[src/verilog/gpio_pair_consts.svh]
// Named constants for the general pin pair configuration block
`ifndef GPIO_PAIR_CONSTS_SVH
`define GPIO_PAIR_CONSTS_SVH

// ----------------------------------------------------------------
// Register map (printed index 81h is not a multiple of four)
// ----------------------------------------------------------------
`define CFG_INDEX 12'h081
`define ADDR_CFG 12'h204
`define ADDR_STATUS 12'h000
`define ADDR_W 12

// ----------------------------------------------------------------
// Configuration word layout and reset
// ----------------------------------------------------------------
`define CFG_W 16
`define CFG_RESET 16'h0000
`define CFG_RO_ONE 16'h8000
`define CFG_WR_MASK 16'h7FFF
`define DAT_LSB 0
`define TB_LSB 4
`define TB_STRIDE 2
`define DIR_LSB 8
`define FMT_LSB 10
`define STAT_W 6

// ----------------------------------------------------------------
// Time base periods in master clock cycles
// ----------------------------------------------------------------
`define TB_W 11
`define TB_CODE_16 11'h010
`define TB_CODE_64 11'h040
`define TB_CODE_256 11'h100
`define TB_CODE_1024 11'h400
`define TB_ONE 11'h001
`define PWM_CNT_W 7
`define PWM_CNT_MAX 7'h7F
`define PWM_CNT_ONE 7'h01

// ----------------------------------------------------------------
// AXI4-Lite answers
// ----------------------------------------------------------------
`define RESP_OKAY 2'h0
`define RESP_SLVERR 2'h2

`endif

[src/verilog/gpio_pair_pkg.sv]
// Types and shared decoding for the general pin pair block
`include "gpio_pair_consts.svh"

package gpio_pair_pkg;

	// ----------------------------------------------------------------
	// Types
	// ----------------------------------------------------------------
	typedef logic [1:0] tb_code_t;
	typedef logic [`ADDR_W-1:0] addr_t;
	typedef logic [`CFG_W-1:0] cfg_t;
	typedef logic [`TB_W-1:0] tb_count_t;
	typedef enum logic {PIN_INPUT, PIN_OUTPUT} pin_dir_t;

	// ----------------------------------------------------------------
	// Time base code to master clock periods per unit
	// ----------------------------------------------------------------
	function automatic tb_count_t tb_period(input tb_code_t code);
		case (code)
			2'h0: tb_period = `TB_CODE_16;
			2'h1: tb_period = `TB_CODE_64;
			2'h2: tb_period = `TB_CODE_256;
			default: tb_period = `TB_CODE_1024;
		endcase
	endfunction

endpackage

[src/verilog/reg_bus_if.sv]
// Internal register access carrier between bus slave and register file
`include "gpio_pair_consts.svh"
interface reg_bus_if;
	logic wr_en;
	logic [`ADDR_W-1:0] wr_addr;
	logic [31:0] wr_data;
	logic [3:0] wr_strb;
	logic wr_hit;
	logic [`ADDR_W-1:0] rd_addr;
	logic [31:0] rd_data;
	logic rd_hit;

	modport axi (output wr_en, output wr_addr, output wr_data, output wr_strb, output rd_addr,
		input wr_hit, input rd_data, input rd_hit);
	modport regs (input wr_en, input wr_addr, input wr_data, input wr_strb, input rd_addr,
		output wr_hit, output rd_data, output rd_hit);
endinterface

[src/verilog/axil_reg_slave.sv]
// AXI4-Lite slave that turns bus transfers into register accesses
`include "gpio_pair_consts.svh"
module axil_reg_slave (
	input wire logic i_clock,
	input wire logic i_arst_n,
	input wire logic i_clk_en,
	input wire logic [`ADDR_W-1:0] i_awaddr,
	input wire logic i_awvalid,
	output logic o_awready,
	input wire logic [31:0] i_wdata,
	input wire logic [3:0] i_wstrb,
	input wire logic i_wvalid,
	output logic o_wready,
	output logic [1:0] o_bresp,
	output logic o_bvalid,
	input wire logic i_bready,
	input wire logic [`ADDR_W-1:0] i_araddr,
	input wire logic i_arvalid,
	output logic o_arready,
	output logic [31:0] o_rdata,
	output logic [1:0] o_rresp,
	output logic o_rvalid,
	input wire logic i_rready,
	reg_bus_if.axi rb
);
	import gpio_pair_pkg::*;

	logic aw_held_q;
	logic w_held_q;
	addr_t awaddr_q;
	logic [31:0] wdata_q;
	logic [3:0] wstrb_q;
	logic bvalid_q;
	logic [1:0] bresp_q;
	logic rvalid_q;
	logic [31:0] rdata_q;
	logic [1:0] rresp_q;

	// ----------------------------------------------------------------
	// Handshakes: address and data are taken in either order
	// ----------------------------------------------------------------
	assign o_awready = !aw_held_q && !bvalid_q;
	assign o_wready = !w_held_q && !bvalid_q;
	assign o_arready = !rvalid_q;
	assign o_bvalid = bvalid_q;
	assign o_bresp = bresp_q;
	assign o_rvalid = rvalid_q;
	assign o_rdata = rdata_q;
	assign o_rresp = rresp_q;

	// Register write fires once both halves are held
	assign rb.wr_en = aw_held_q && w_held_q && !bvalid_q && i_clk_en;
	assign rb.wr_addr = awaddr_q;
	assign rb.wr_data = wdata_q;
	assign rb.wr_strb = wstrb_q;
	assign rb.rd_addr = i_araddr;

	// Write address capture
	always_ff @(posedge i_clock or negedge i_arst_n) begin
		if (!i_arst_n) begin
			aw_held_q <= 1'b0;
			awaddr_q <= '0;
		end else if (i_clk_en) begin
			if (i_awvalid && o_awready) begin
				aw_held_q <= 1'b1;
				awaddr_q <= i_awaddr;
			end else if (rb.wr_en) begin
				aw_held_q <= 1'b0;
			end
		end
	end

	// Write data capture
	always_ff @(posedge i_clock or negedge i_arst_n) begin
		if (!i_arst_n) begin
			w_held_q <= 1'b0;
			wdata_q <= '0;
			wstrb_q <= '0;
		end else if (i_clk_en) begin
			if (i_wvalid && o_wready) begin
				w_held_q <= 1'b1;
				wdata_q <= i_wdata;
				wstrb_q <= i_wstrb;
			end else if (rb.wr_en) begin
				w_held_q <= 1'b0;
			end
		end
	end

	// Write response; unmapped addresses answer SLVERR
	always_ff @(posedge i_clock or negedge i_arst_n) begin
		if (!i_arst_n) begin
			bvalid_q <= 1'b0;
			bresp_q <= `RESP_OKAY;
		end else if (i_clk_en) begin
			if (rb.wr_en) begin
				bvalid_q <= 1'b1;
				bresp_q <= rb.wr_hit ? `RESP_OKAY : `RESP_SLVERR;
			end else if (i_bready) begin
				bvalid_q <= 1'b0;
			end
		end
	end

	// Read: data sampled at the address handshake, answered next cycle
	always_ff @(posedge i_clock or negedge i_arst_n) begin
		if (!i_arst_n) begin
			rvalid_q <= 1'b0;
			rdata_q <= '0;
			rresp_q <= `RESP_OKAY;
		end else if (i_clk_en) begin
			if (i_arvalid && o_arready) begin
				rvalid_q <= 1'b1;
				rdata_q <= rb.rd_hit ? rb.rd_data : 32'h0000_0000;
				rresp_q <= rb.rd_hit ? `RESP_OKAY : `RESP_SLVERR;
			end else if (i_rready) begin
				rvalid_q <= 1'b0;
			end
		end
	end
endmodule

[src/verilog/pwm_level_decoder.sv]
// Decodes one pin's PWM input into a logic level
`include "gpio_pair_consts.svh"
module pwm_level_decoder (
	input wire logic i_clock,
	input wire logic i_arst_n,
	input wire logic i_clk_en,
	input wire logic i_enable,
	input wire logic i_level,
	input wire gpio_pair_pkg::tb_code_t i_tb_code,
	output logic o_level
);
	import gpio_pair_pkg::*;

	tb_count_t pre_q;
	logic tick;
	logic prev_q;
	logic rise;
	logic [`PWM_CNT_W-1:0] high_q;
	logic [`PWM_CNT_W-1:0] low_q;
	logic sat;
	logic level_q;

	// ----------------------------------------------------------------
	// Time base prescaler, one tick per selected unit
	// ----------------------------------------------------------------
	assign tick = (pre_q == tb_period(i_tb_code) - `TB_ONE);
	assign rise = i_level && !prev_q;
	// Saturation marks a line stuck at one level, read as static
	assign sat = (high_q == `PWM_CNT_MAX) || (low_q == `PWM_CNT_MAX);
	assign o_level = level_q;

	always_ff @(posedge i_clock or negedge i_arst_n) begin
		if (!i_arst_n) begin
			pre_q <= '0;
		end else if (i_clk_en) begin
			if (!i_enable || tick || rise) begin
				pre_q <= '0; // Restart on a rising edge so units align to the period start
			end else begin
				pre_q <= pre_q + `TB_ONE;
			end
		end
	end

	// Edge tracking
	always_ff @(posedge i_clock or negedge i_arst_n) begin
		if (!i_arst_n) begin
			prev_q <= 1'b0;
		end else if (i_clk_en) begin
			prev_q <= i_level;
		end
	end

	// High and low duration counters in time base units
	always_ff @(posedge i_clock or negedge i_arst_n) begin
		if (!i_arst_n) begin
			high_q <= '0;
			low_q <= '0;
		end else if (i_clk_en) begin
			if (!i_enable || rise || sat) begin
				high_q <= '0;
				low_q <= '0;
			end else if (tick) begin
				if (i_level) begin
					high_q <= high_q + `PWM_CNT_ONE;
				end else begin
					low_q <= low_q + `PWM_CNT_ONE;
				end
			end
		end
	end

	// Level decision at each period end: high time longer than low time reads as 1
	always_ff @(posedge i_clock or negedge i_arst_n) begin
		if (!i_arst_n) begin
			level_q <= 1'b0;
		end else if (i_clk_en) begin
			if (!i_enable) begin
				level_q <= 1'b0;
			end else if (rise || sat) begin
				level_q <= (high_q > low_q);
			end
		end
	end
endmodule

[src/verilog/gpio_pair_config_pwm_decode.sv]
// Configuration register and pin logic for the general pin pair
// What this block does
// - Direction bit 0 makes a pin input, 1 output; pin1 bit9, pin0 bit8; reset input.
// - Input format bit: 0 static level, 1 PWM decoded; pin1 bit11, pin0 bit10.
// - No PWM output; an output pin drives a static level whatever its format bit.
// - Time base codes 00..11 give 16, 64, 256, 1024 clocks; pin1 bits7:6, pin0 5:4.
// - An output pin drives its output value bit; pin1 bit1, pin0 bit0.
// - Output value bit has no pin effect while input, but is stored and read back.
// - Spare bits 14:12 and 3:2 are read/write, reset zero, with no effect.
// - PWM period is high plus low count times time base; high time is high count.
//
// Our own choices: the address map and the AXI4-Lite slave port.
`include "gpio_pair_consts.svh"
module gpio_pair_config_pwm_decode (
	input wire logic i_clock,
	input wire logic i_arst_n,
	input wire logic i_clk_en,
	input wire gpio_pair_pkg::addr_t i_awaddr,
	input wire logic i_awvalid,
	output logic o_awready,
	input wire logic [31:0] i_wdata,
	input wire logic [3:0] i_wstrb,
	input wire logic i_wvalid,
	output logic o_wready,
	output logic [1:0] o_bresp,
	output logic o_bvalid,
	input wire logic i_bready,
	input wire gpio_pair_pkg::addr_t i_araddr,
	input wire logic i_arvalid,
	output logic o_arready,
	output logic [31:0] o_rdata,
	output logic [1:0] o_rresp,
	output logic o_rvalid,
	input wire logic i_rready,
	input wire logic [1:0] i_general_pin_in,
	output logic [1:0] o_general_pin_out,
	output logic [1:0] o_general_pin_oe_n,
	output logic [1:0] o_pin_level
);
	import gpio_pair_pkg::*;

	reg_bus_if rb ();

	cfg_t cfg_q;
	cfg_t cfg_view;
	logic [1:0] sync1_q;
	logic [1:0] sync2_q;
	logic [1:0] pwm_level;
	logic [1:0] out_q;
	logic [1:0] oe_n_q;
	logic [1:0] level_q;
	logic [1:0] dir_bits;
	logic [1:0] fmt_bits;
	logic [1:0] dat_bits;

	// ----------------------------------------------------------------
	// Bus slave
	// ----------------------------------------------------------------
	axil_reg_slave u_slave (
		.i_clock(i_clock),
		.i_arst_n(i_arst_n),
		.i_clk_en(i_clk_en),
		.i_awaddr(i_awaddr),
		.i_awvalid(i_awvalid),
		.o_awready(o_awready),
		.i_wdata(i_wdata),
		.i_wstrb(i_wstrb),
		.i_wvalid(i_wvalid),
		.o_wready(o_wready),
		.o_bresp(o_bresp),
		.o_bvalid(o_bvalid),
		.i_bready(i_bready),
		.i_araddr(i_araddr),
		.i_arvalid(i_arvalid),
		.o_arready(o_arready),
		.o_rdata(o_rdata),
		.o_rresp(o_rresp),
		.o_rvalid(o_rvalid),
		.i_rready(i_rready),
		.rb(rb.axi)
	);

	// ----------------------------------------------------------------
	// Configuration register
	// ----------------------------------------------------------------
	// Bit 15 is fixed at one and never stored
	assign cfg_view = cfg_q | `CFG_RO_ONE;
	assign rb.wr_hit = (rb.wr_addr == `ADDR_CFG) || (rb.wr_addr == `ADDR_STATUS);
	assign rb.rd_hit = (rb.rd_addr == `ADDR_CFG) || (rb.rd_addr == `ADDR_STATUS);

	// Readback; status shows live pin and decode state, writes to it are ignored
	always_comb begin
		rb.rd_data = 32'h0000_0000;
		if (rb.rd_addr == `ADDR_CFG) begin
			rb.rd_data[`CFG_W-1:0] = cfg_view;
		end else if (rb.rd_addr == `ADDR_STATUS) begin
			rb.rd_data[`STAT_W-1:0] = {pwm_level, sync2_q, level_q};
		end
	end

	// Byte lanes 0 and 1 update the stored word, spares included
	always_ff @(posedge i_clock or negedge i_arst_n) begin
		if (!i_arst_n) begin
			cfg_q <= `CFG_RESET;
		end else if (i_clk_en && rb.wr_en && rb.wr_addr == `ADDR_CFG) begin
			if (rb.wr_strb[0]) begin
				cfg_q[7:0] <= rb.wr_data[7:0];
			end
			if (rb.wr_strb[1]) begin
				// Bit 15 is never stored, the readback supplies it
				cfg_q[15:8] <= {1'b0, rb.wr_data[14:8]};
			end
		end
	end

	// ----------------------------------------------------------------
	// Pin input synchroniser
	// ----------------------------------------------------------------
	always_ff @(posedge i_clock or negedge i_arst_n) begin
		if (!i_arst_n) begin
			sync1_q <= '0;
			sync2_q <= '0;
		end else if (i_clk_en) begin
			sync1_q <= i_general_pin_in;
			sync2_q <= sync1_q;
		end
	end

	// ----------------------------------------------------------------
	// Per pin decode and drive
	// ----------------------------------------------------------------
	assign o_general_pin_out = out_q;
	assign o_general_pin_oe_n = oe_n_q;
	assign o_pin_level = level_q;

	for (genvar p = 0; p < 2; p++) begin : g_pin
		assign dir_bits[p] = cfg_q[`DIR_LSB + p];
		assign fmt_bits[p] = cfg_q[`FMT_LSB + p];
		assign dat_bits[p] = cfg_q[`DAT_LSB + p];

		// Decoder runs only for an input pin set to PWM format
		pwm_level_decoder u_dec (
			.i_clock(i_clock),
			.i_arst_n(i_arst_n),
			.i_clk_en(i_clk_en),
			.i_enable(dir_bits[p] == PIN_INPUT && fmt_bits[p]),
			.i_level(sync2_q[p]),
			.i_tb_code(cfg_q[`TB_LSB + `TB_STRIDE * p +: 2]),
			.o_level(pwm_level[p])
		);

		// Driver: static level only, the format bit never reaches the pin
		always_ff @(posedge i_clock or negedge i_arst_n) begin
			if (!i_arst_n) begin
				out_q[p] <= 1'b0;
				oe_n_q[p] <= 1'b1;
			end else if (i_clk_en) begin
				oe_n_q[p] <= (dir_bits[p] == PIN_INPUT);
				out_q[p] <= (dir_bits[p] == PIN_OUTPUT) && dat_bits[p];
			end
		end

		// Logic level seen by the device: static, PWM decoded or own drive
		always_ff @(posedge i_clock or negedge i_arst_n) begin
			if (!i_arst_n) begin
				level_q[p] <= 1'b0;
			end else if (i_clk_en) begin
				if (dir_bits[p] == PIN_OUTPUT) begin
					level_q[p] <= dat_bits[p];
				end else if (fmt_bits[p]) begin
					level_q[p] <= pwm_level[p];
				end else begin
					level_q[p] <= sync2_q[p];
				end
			end
		end
	end
endmodule

[config.mk]
export PLATFORM = sky130hd
export DESIGN_NAME = gpio_pair_config_pwm_decode
export DESIGN_NICKNAME = d
export VERILOG_FILES = /design/src/verilog/gpio_pair_pkg.sv /design/src/verilog/reg_bus_if.sv /design/src/verilog/axil_reg_slave.sv /design/src/verilog/pwm_level_decoder.sv /design/src/verilog/gpio_pair_config_pwm_decode.sv
export VERILOG_INCLUDE_DIRS = /design/src /design/src/verilog
export SDC_FILE = /design/constraint.sdc
export NUM_CORES = 1
export LEC_CHECK = 0
export CORE_MARGIN = 1.5
export CORE_UTILIZATION = 59
export DETAILED_ROUTE_END_ITERATION = 12
export DONT_BUFFER_PORTS = 1
export PLACE_DENSITY = 0.84
export SYNTH_ARGS = -nofsm -noshare
export SYNTH_HDL_FRONTEND = slang
export SYNTH_HIERARCHICAL = 1
export SYNTH_SLANG_ARGS = --single-unit
export TNS_END_PERCENT = 50
[constraint.sdc]
create_clock -name i_clock -period 2.1 [get_ports i_clock]
set_input_delay 0.105 -clock i_clock [delete_from_list [all_inputs] [get_ports i_clock]]
set_output_delay 0.105 -clock i_clock [all_outputs]
set_load 0.02 [all_outputs]
==> results of run 1 <==
routing by layer:
| layer | up-vias | routed length [um] |
|---|---|---|
| met5 | - | 0 |
| met2 | 414 | 10700 |
| li1 | 2697 | - |
| met4 | 0 | 1370 |
| met1 | 3153 | 8260 |
| met3 | 144 | 1910 |
area by class of cell:
cell class	instances	area, um^2
multi-input cells	491	4090
diodes	1	2.50
well taps	176	220
clock inverters	11	130
repair buffers	95	897
inverters	60	225
flip-flops and latches	146	3660
fillers	769	3460
clock buffers	20	457
through the flow:
stage	TNS, ns	power (W)	area (um^2)	hold slack, ns
CTS	-1.05	0.00751	9390	-0.646
floorplan	-1.57	0.00423	8010	-0.191
detailed placement	-3.72	0.00439	8230	-0.187
global route	-7.07	0.00782	9670	-0.652
global placement	-2.49	0.00434	8230	-0.187
finish	-4.76	0.00760	9680	-0.637
flip-flops by register name, summed over array words and instances (netlist names), 2 cells and up:
name / cells
g_pin.u_dec/o_level: 2
sync1_q: 2
g_pin.u_dec/low_q: 14
g_pin.u_dec/high_q: 14
o_general_pin_out: 2
u_slave/rb.wr_strb: 2
o_general_pin_oe_n: 2
u_slave/rb.wr_data: 15
u_slave/o_rdata: 32
sync2_q: 2
o_pin_level: 2
u_slave/rb.wr_addr: 12
cfg_q: 15
g_pin.u_dec/pre_q: 22
g_pin.u_dec/prev_q: 2
worst max-delay path by stage:
| stage | end | slack [ns] | startpoint |
|---|---|---|---|
| after floorplan | g_pin[0].u_dec/pre_q[2] | -0.13 | cfg_q[4] |
| after global placement | g_pin[0].u_dec/low_q[2] | -0.18 | cfg_q[4] |
| after detailed placement | g_pin[0].u_dec/low_q[2] | -0.25 | cfg_q[4] |
| after CTS | g_pin[1].u_dec/pre_q[2] | -0.1 | cfg_q[7] |
| after global routing | g_pin[1].u_dec/high_q[5] | -0.31 | cfg_q[6] |
| final | g_pin[1].u_dec/high_q[5] | -0.30 | cfg_q[6] |
power groups by stage:
stage | Sequential [W] | Combinational (W) | Clock, W
6_report | 0.00348 | 0.00109 | 0.00303
5_1_grt | 0.00351 | 0.00115 | 0.00317
2_1_floorplan | 0.00340 | 0.000831 | 0
4_1_cts | 0.00345 | 0.00102 | 0.00303
3_3_place_gp | 0.00346 | 0.000886 | 0
3_5_place_dp | 0.00348 | 0.000911 | 0
repair_timing:
action,CTS,global route
gates cloned,0,0
endpoints found under the hold margin,212,146
pin swaps,5,24
buffers inserted,7,6
endpoints found under the setup margin,33,62
gates resized for setup,11,45
==> metrics.txt, run 1 <==
# TYPE chip_impl_metric gauge
chip_impl_metric{name="worstSkewPairLatency",unit="ns"} 0.44
chip_impl_metric{name="clkTransAtPathRegs",unit="ns"} 0.06
chip_impl_metric{name="report.final.slew_viol_count",unit=""} 0
chip_impl_metric{name="dp.cells",unit=""} 909
chip_impl_metric{name="layout_setup_ws",unit="ns"} -0.295
chip_impl_metric{name="length_of_the_first_detailed_routing_pass_in_iterations",unit=""} 5
chip_impl_metric{name="p_clk_share",unit="%"} 39.8
chip_impl_info{name="crit_path_cell_trace",value="or2_4 > ha_4 > xor2_4 > or4_4 > buf_4 > a2111oi_4 > xnor2_1 > nor2_1"} 1
chip_impl_metric{name="gr-usage-met1",unit="%"} 36.7
chip_impl_metric{name="weighted_congestion_at_the_end_of_routability_driven_global_placement",unit=""} 0.956
chip_impl_metric{name="numPortBuffers",unit=""} 0
chip_impl_metric{name="swShare",unit="%"} 26.5
chip_impl_metric{name="grt_start_max_net_pins",unit=""} 147
chip_impl_metric{name="syn-instance-count",unit=""} 721
chip_impl_metric{name="timing.critical_path.depth",unit=""} 8
chip_impl_metric{name="post-route-period-util",unit="%"} 114
chip_impl_metric{name="cts_num_sinks",unit=""} 146
chip_impl_metric{name="grt_util_met2",unit="%"} 50.2
chip_impl_metric{name="power.density_cell_area",unit="nW/um^2"} 786
chip_impl_metric{name="number_of_global_route_vias_before_repair",unit=""} 6412
chip_impl_info{name="timing.hold.worst.class",value="in -> async"} 1
chip_impl_info{name="critical_path.slowest_cell",value="sky130_fd_sc_hd__or4_4"} 1
chip_impl_metric{name="clockBufferDepth",unit=""} 2
chip_impl_metric{name="dr_total_vias",unit=""} 6408
chip_impl_metric{name="post_cts_hold_buffer_count",unit=""} 46
chip_impl_metric{name="post-route-drc-count",unit=""} 0
chip_impl_metric{name="mean_instance_size_in_the_synthesized_netlist",unit="um^2"} 10.9
chip_impl_metric{name="worst_r2r_path_depth",unit=""} 8
chip_impl_metric{name="power.internal",unit="W"} 0.00559
chip_impl_metric{name="worst_hold_slack",unit="ns"} -0.637
chip_impl_metric{name="critical_path_buf_inv_count",unit=""} 1
chip_impl_metric{name="total_of_endpoints_with_negative_setup_slack_in_the_final_report",unit=""} 41
chip_impl_info{name="outcome",value="finished with violations"} 1
chip_impl_metric{name="critPathRequiredTime",unit="ns"} 2.42
chip_impl_metric{name="routedWlPerCell",unit="um"} 22.2
chip_impl_metric{name="r2r_slack",unit="ns"} -0.30
chip_impl_info{name="mostFrequentLayoutCell",value="sky130_fd_sc_hd__dfrtp_1"} 1
chip_impl_metric{name="ioPinCount",unit=""} 117
chip_impl_metric{name="peak_freq",unit="GHz"} 0.418
chip_impl_metric{name="dr.first_iter.drc_count",unit=""} 747
chip_impl_metric{name="wire_length_of_the_first_global_routing_pass",unit="um"} 33000
chip_impl_metric{name="die_area",unit="um^2"} 14100
chip_impl_metric{name="antenna_violations_before_repair",unit=""} 1
chip_impl_metric{name="worst-endpoint-arrival",unit="ns"} 2.72
chip_impl_metric{name="floorplan.die.height",unit="um"} 119
chip_impl_info{name="cts_tree",value="yes"} 1
chip_impl_metric{name="share_seq_of_total_power",unit="%"} 45.8
chip_impl_metric{name="finalNonFillerCells",unit=""} 1000
chip_impl_metric{name="synth_area",unit="um^2"} 7880
chip_impl_metric{name="clock_tree.htree_level_count",unit=""} 4
chip_impl_info{name="rr_startpoint",value="cfg_q[6]"} 1
chip_impl_metric{name="initial_core_util",unit="%"} 60.0
chip_impl_metric{name="min_period",unit="ns"} 2.40
chip_impl_metric{name="layout.nets",unit=""} 903
chip_impl_info{name="critPathCaptureType",value="register"} 1
chip_impl_metric{name="final_layout_size_suffix_gt1_share",unit="%"} 25.3
chip_impl_info{name="grt-busiest-layer",value="met2"} 1
chip_impl_metric{name="power_switching",unit="W"} 0.00201
chip_impl_metric{name="floorplan.die.width",unit="um"} 119
chip_impl_metric{name="groute.layer.met3.usage",unit="%"} 7.05
chip_impl_metric{name="cts_bufs_inserted",unit=""} 17
chip_impl_metric{name="slew_headroom",unit="%"} 57.1
chip_impl_info{name="timing.critical_path.max_delay_family",value="simple AND/OR/NAND/NOR gates"} 1
chip_impl_info{name="setup.worst_path.start_class",value="register"} 1
chip_impl_metric{name="groute.usage.overall",unit="%"} 30.2
chip_impl_metric{name="finalCoreUtilization",unit="%"} 73.6
chip_impl_info{name="clock-root-buffer",value="sky130_fd_sc_hd__clkbuf_16"} 1
chip_impl_metric{name="timing.max_cap.violations",unit=""} 0
chip_impl_metric{name="cpPeakStageDelay",unit="ns"} 0.53
chip_impl_info{name="timing.rr.end",value="g_pin[1].u_dec/high_q[5]"} 1
chip_impl_info{name="layout_common_cells",value="144 x sky130_fd_sc_hd__dfrtp_1, 59 x sky130_fd_sc_hd__nand2_1, 58 x sky130_fd_sc_hd__inv_1"} 1
chip_impl_metric{name="place_ws",unit="ns"} -0.245
chip_impl_metric{name="share_comb_of_total_power",unit="%"} 14.3
chip_impl_metric{name="detailedPlacementHpwl",unit="um"} 11700
chip_impl_info{name="violations",value="negative hold slack, negative setup slack"} 1
chip_impl_metric{name="drt-vias-per-instance",unit=""} 6.41
chip_impl_metric{name="detail-route-antenna-nets",unit=""} 0
chip_impl_metric{name="fin_skew",unit="ns"} 0.0164
chip_impl_metric{name="peak_fanout_along_the_critical_path",unit=""} 3
chip_impl_metric{name="drt_wl_total",unit="um"} 22200
chip_impl_metric{name="leakage",unit="nW"} 4.14
chip_impl_metric{name="floorplan.rows",unit=""} 42
chip_impl_metric{name="hold_viol_final",unit=""} 146
chip_impl_info{name="rsz_0062_raised_after_global_routing",value="true"} 1
chip_impl_info{name="category_of_the_critical_setup_timing_path",value="reg -> reg"} 1
chip_impl_metric{name="globalRoute.totalOverflow",unit=""} 0
chip_impl_metric{name="worst_pin_slew",unit="ns"} 0.641
chip_impl_metric{name="core_area",unit="um^2"} 13100
chip_impl_metric{name="yosysWarnings",unit=""} 6
chip_impl_metric{name="area_delta_synth_final",unit="%"} 22.8
chip_impl_metric{name="vdd_ir_drop_max",unit="uV"} 601
(Power assumes the default switching activity.)
==> run 2, diff against run 1 <==
--- a/config.mk
+++ b/config.mk
@@ -6,13 +6,12 @@
 export SDC_FILE = /design/constraint.sdc
 export NUM_CORES = 1
 export LEC_CHECK = 0
-export CORE_MARGIN = 1.5
-export CORE_UTILIZATION = 59
+export CORE_MARGIN = 5
+export CORE_UTILIZATION = 58
 export DETAILED_ROUTE_END_ITERATION = 12
 export DONT_BUFFER_PORTS = 1
-export PLACE_DENSITY = 0.84
+export PLACE_DENSITY = 0.82
 export SYNTH_ARGS = -nofsm -noshare
 export SYNTH_HDL_FRONTEND = slang
-export SYNTH_HIERARCHICAL = 1
 export SYNTH_SLANG_ARGS = --single-unit
 export TNS_END_PERCENT = 50
==> metrics.txt, run 2 <==
# TYPE chip_impl_metric gauge
chip_impl_metric{name="yosysWarnings",unit=""} 0
chip_impl_metric{name="vdd_ir_drop_max",unit="uV"} 834
chip_impl_info{name="mostFrequentLayoutCell",value="sky130_fd_sc_hd__dfrtp_1"} 1
chip_impl_metric{name="final_area",unit="um^2"} 8480
chip_impl_info{name="grt-busiest-layer",value="met2"} 1
chip_impl_metric{name="report.final.slew_viol_count",unit=""} 0
chip_impl_metric{name="mean_instance_size_in_the_synthesized_netlist",unit="um^2"} 10.4
chip_impl_metric{name="drt_wl_total",unit="um"} 25000
chip_impl_metric{name="power.density_cell_area",unit="nW/um^2"} 843
chip_impl_metric{name="post-route-drc-count",unit=""} 0
chip_impl_metric{name="total_of_endpoints_with_negative_setup_slack_in_the_final_report",unit=""} 54
chip_impl_metric{name="drt-vias-per-instance",unit=""} 7.20
chip_impl_metric{name="routedWlPerCell",unit="um"} 28.1
chip_impl_metric{name="dr_total_vias",unit=""} 6405
chip_impl_metric{name="synth_async_sr_flop_share",unit="%"} 100
chip_impl_metric{name="min_period",unit="ns"} 2.34
chip_impl_info{name="clock-root-buffer",value="sky130_fd_sc_hd__clkbuf_16"} 1
chip_impl_metric{name="peak_fanout_along_the_critical_path",unit=""} 6
chip_impl_metric{name="area.sequential",unit="um^2"} 3260
chip_impl_metric{name="groute.layer.met3.usage",unit="%"} 9.95
chip_impl_metric{name="yosys.area.top_type_share",unit="%"} 48.9
chip_impl_info{name="yosys-top-cells-count",value="128 x sky130_fd_sc_hd__dfrtp_1, 72 x sky130_fd_sc_hd__nand2_1, 50 x sky130_fd_sc_hd__mux2_2"} 1
chip_impl_metric{name="setup-tns-final",unit="ns"} -4.84
chip_impl_metric{name="ioPinCount",unit=""} 117
chip_impl_metric{name="layout_setup_ws",unit="ns"} -0.244
chip_impl_info{name="setup.worst_path.start_class",value="register"} 1
chip_impl_metric{name="place_ws",unit="ns"} -0.111
chip_impl_metric{name="fin_skew",unit="ns"} 0.00983
chip_impl_metric{name="grt_start_max_net_pins",unit=""} 131
chip_impl_metric{name="floorplan.die.width",unit="um"} 116
chip_impl_info{name="timing.hold.worst.class",value="in -> async"} 1
chip_impl_info{name="ys.flop_type",value="sky130_fd_sc_hd__dfrtp_1"} 1
chip_impl_metric{name="core_area",unit="um^2"} 10900
chip_impl_metric{name="final_layout_size_suffix_gt1_share",unit="%"} 29.0
chip_impl_metric{name="peak_freq",unit="GHz"} 0.427
chip_impl_metric{name="gr-usage-met1",unit="%"} 37.6
chip_impl_metric{name="synth.distinct_cells",unit=""} 58
chip_impl_info{name="violations",value="negative hold slack, negative setup slack"} 1
chip_impl_info{name="cts_tree",value="yes"} 1
chip_impl_metric{name="area_delta_synth_final",unit="%"} 29.4
chip_impl_metric{name="multiInputGateArea",unit="um^2"} 3410
chip_impl_metric{name="globalRoute.totalOverflow",unit=""} 0
chip_impl_info{name="yosysMostFrequentCell",value="sky130_fd_sc_hd__dfrtp_1"} 1
chip_impl_metric{name="length_of_the_first_detailed_routing_pass_in_iterations",unit=""} 6
chip_impl_metric{name="initial_core_util",unit="%"} 59.9
chip_impl_metric{name="worst_hold_slack",unit="ns"} -0.636
chip_impl_metric{name="cts_bufs_inserted",unit=""} 17
chip_impl_metric{name="floorplan.die.height",unit="um"} 116
chip_impl_info{name="post-synth-top-area-cell",value="sky130_fd_sc_hd__dfrtp_1"} 1
chip_impl_info{name="category_of_the_critical_setup_timing_path",value="reg -> reg"} 1
chip_impl_metric{name="clockBufferDepth",unit=""} 2
chip_impl_metric{name="synth.ff_latch_count",unit=""} 130
chip_impl_info{name="regMostFlops",value="g_pin.u_dec.pre_q"} 1
chip_impl_metric{name="critPathRequiredTime",unit="ns"} 2.46
chip_impl_info{name="layout_common_cells",value="128 x sky130_fd_sc_hd__dfrtp_1, 70 x sky130_fd_sc_hd__nand2_1, 53 x sky130_fd_sc_hd__buf_4"} 1
chip_impl_metric{name="timing.max_cap.violations",unit=""} 0
chip_impl_metric{name="layout.nets",unit=""} 828
chip_impl_metric{name="synth_area",unit="um^2"} 6550
chip_impl_metric{name="dr.first_iter.drc_count",unit=""} 1093
chip_impl_metric{name="clkTransAtPathRegs",unit="ns"} 0.07
chip_impl_info{name="outcome",value="finished with violations"} 1
chip_impl_metric{name="clock_tree.htree_level_count",unit=""} 4
chip_impl_metric{name="number_of_global_route_vias_before_repair",unit=""} 6144
chip_impl_info{name="critPathCaptureType",value="register"} 1
chip_impl_metric{name="floorplan.rows",unit=""} 38
chip_impl_metric{name="weighted_congestion_at_the_end_of_routability_driven_global_placement",unit=""} 0.881
chip_impl_metric{name="cts_num_sinks",unit=""} 130
chip_impl_metric{name="synth-edff-count",unit=""} 0
chip_impl_metric{name="leakage",unit="nW"} 3.70
chip_impl_metric{name="groute.usage.overall",unit="%"} 32.7
chip_impl_metric{name="detail-route-antenna-nets",unit=""} 0
chip_impl_metric{name="finalCoreUtilization",unit="%"} 77.6
chip_impl_metric{name="placed_area",unit="um^2"} 7050
chip_impl_metric{name="numPortBuffers",unit=""} 0
chip_impl_metric{name="wire_length_of_the_first_global_routing_pass",unit="um"} 33400
chip_impl_info{name="post_synth_main_area_contributors",value="sky130_fd_sc_hd__dfrtp_1 49%, sky130_fd_sc_hd__mux2_2 8.6%, sky130_fd_sc_hd__ha_1 4.2%"} 1
chip_impl_metric{name="detailedPlacementHpwl",unit="um"} 10800
chip_impl_metric{name="slew_headroom",unit="%"} 58.3
chip_impl_metric{name="worst_pin_slew",unit="ns"} 0.622
chip_impl_metric{name="syn-instance-count",unit=""} 629
chip_impl_info{name="rsz_0062_raised_after_global_routing",value="true"} 1
chip_impl_metric{name="synth-seq-area-share",unit="%"} 49.7
chip_impl_metric{name="antenna_violations_before_repair",unit=""} 3
chip_impl_metric{name="grt_util_met2",unit="%"} 53.7
chip_impl_metric{name="worstSkewPairLatency",unit="ns"} 0.43
chip_impl_metric{name="post_cts_hold_buffer_count",unit=""} 35
chip_impl_metric{name="worst-endpoint-arrival",unit="ns"} 2.70
chip_impl_metric{name="hold_viol_final",unit=""} 131
chip_impl_metric{name="post-route-period-util",unit="%"} 112
chip_impl_metric{name="fill_cells",unit=""} 517
chip_impl_metric{name="die_area",unit="um^2"} 13500
chip_impl_metric{name="largest_register_ff_count",unit=""} 22
[run 2: worst paths after layout]
check                                 from                        to  slack [ns]  depth (start not counted)
worst min register to register  sync1_q[0]                sync2_q[0]        0.50                          2
worst max-delay path              cfg_q[6]   g_pin[1].u_dec.low_q[6]       -0.24                          8
worst min-delay path              i_arst_n  g_pin[1].u_dec.high_q[1]       -0.64                          0
max in group asynchronous         i_arst_n     o_general_pin_oe_n[0]        2.54                          0
min in group i_clock              i_clk_en  g_pin[1].u_dec.high_q[4]       -0.01                          3
worst max register to register    cfg_q[6]   g_pin[1].u_dec.low_q[6]       -0.24                          8
[run 2: worst max-delay path, cell delays in order (launching register included)]
cell and delay, ns:
sky130_fd_sc_hd__dfrtp_1 0.41, sky130_fd_sc_hd__or2_4 0.27, sky130_fd_sc_hd__ha_4 0.31, sky130_fd_sc_hd__xnor2_4 0.09
sky130_fd_sc_hd__nor3_4 0.26, sky130_fd_sc_hd__buf_6 0.14, sky130_fd_sc_hd__o2111ai_4 0.17, sky130_fd_sc_hd__or4_4 0.47
sky130_fd_sc_hd__a21oi_2 0.14
[run 2: final cells by class]
type | instances | area share (%)
multi-input cells | 451 | 40.2
flip-flops and latches | 130 | 38.4
repair buffers | 103 | 10.9
clock buffers | 17 | 5.02
well taps | 140 | 2.07
clock inverters | 15 | 1.93
inverters | 33 | 1.46
diodes | 1 | 0.0295
[run 2: power by group]
part	internal (W)	leakage [nW]	switching (W)	total (W)
registers	0.00286	1.72	0.000354	0.00322
logic	0.000441	1.69	0.000519	0.000960
clock network	0.00159	0.283	0.00138	0.00297
[run 2: metrics by stage]
stage	total power, W	cells	hold WS (ns)
3_3_place_gp	0.00379	810	-0.183
5_1_grt	0.00731	890	-0.649
3_5_place_dp	0.00387	810	-0.184
2_1_floorplan	0.00369	646	-0.191
4_1_cts	0.00682	883	-0.628
6_report	0.00715	890	-0.636
[run 2: layer usage]
layer  routed length [um]  share of wire, %
met2                11400                46
met4                 2580                10
met5                   27              0.11
met3                 3310                13
met1                 7700                31
[run 2: kinds of logic after synthesis]
kind of cell / Yosys count / synth area share (%)
AOI/OAI and AO/OA: 113 / 11.5
xor gates and xnor gates: 22 / 2.94
adders and majority gates: 22 / 4.20
buffers and inverters: 65 / 4.81
DFF: 130 / 49.7
muxes: 60 / 10.1
other: 1 / 0.0572
and+or+nand+nor: 216 / 16.7
[run 2: what timing repair did]
action                     CTS  global route
gates resized for setup     13            62
pin swaps                   15            20
buffers inserted             6             6
hold endpoints to repair   186           130
setup endpoints to repair   40            62
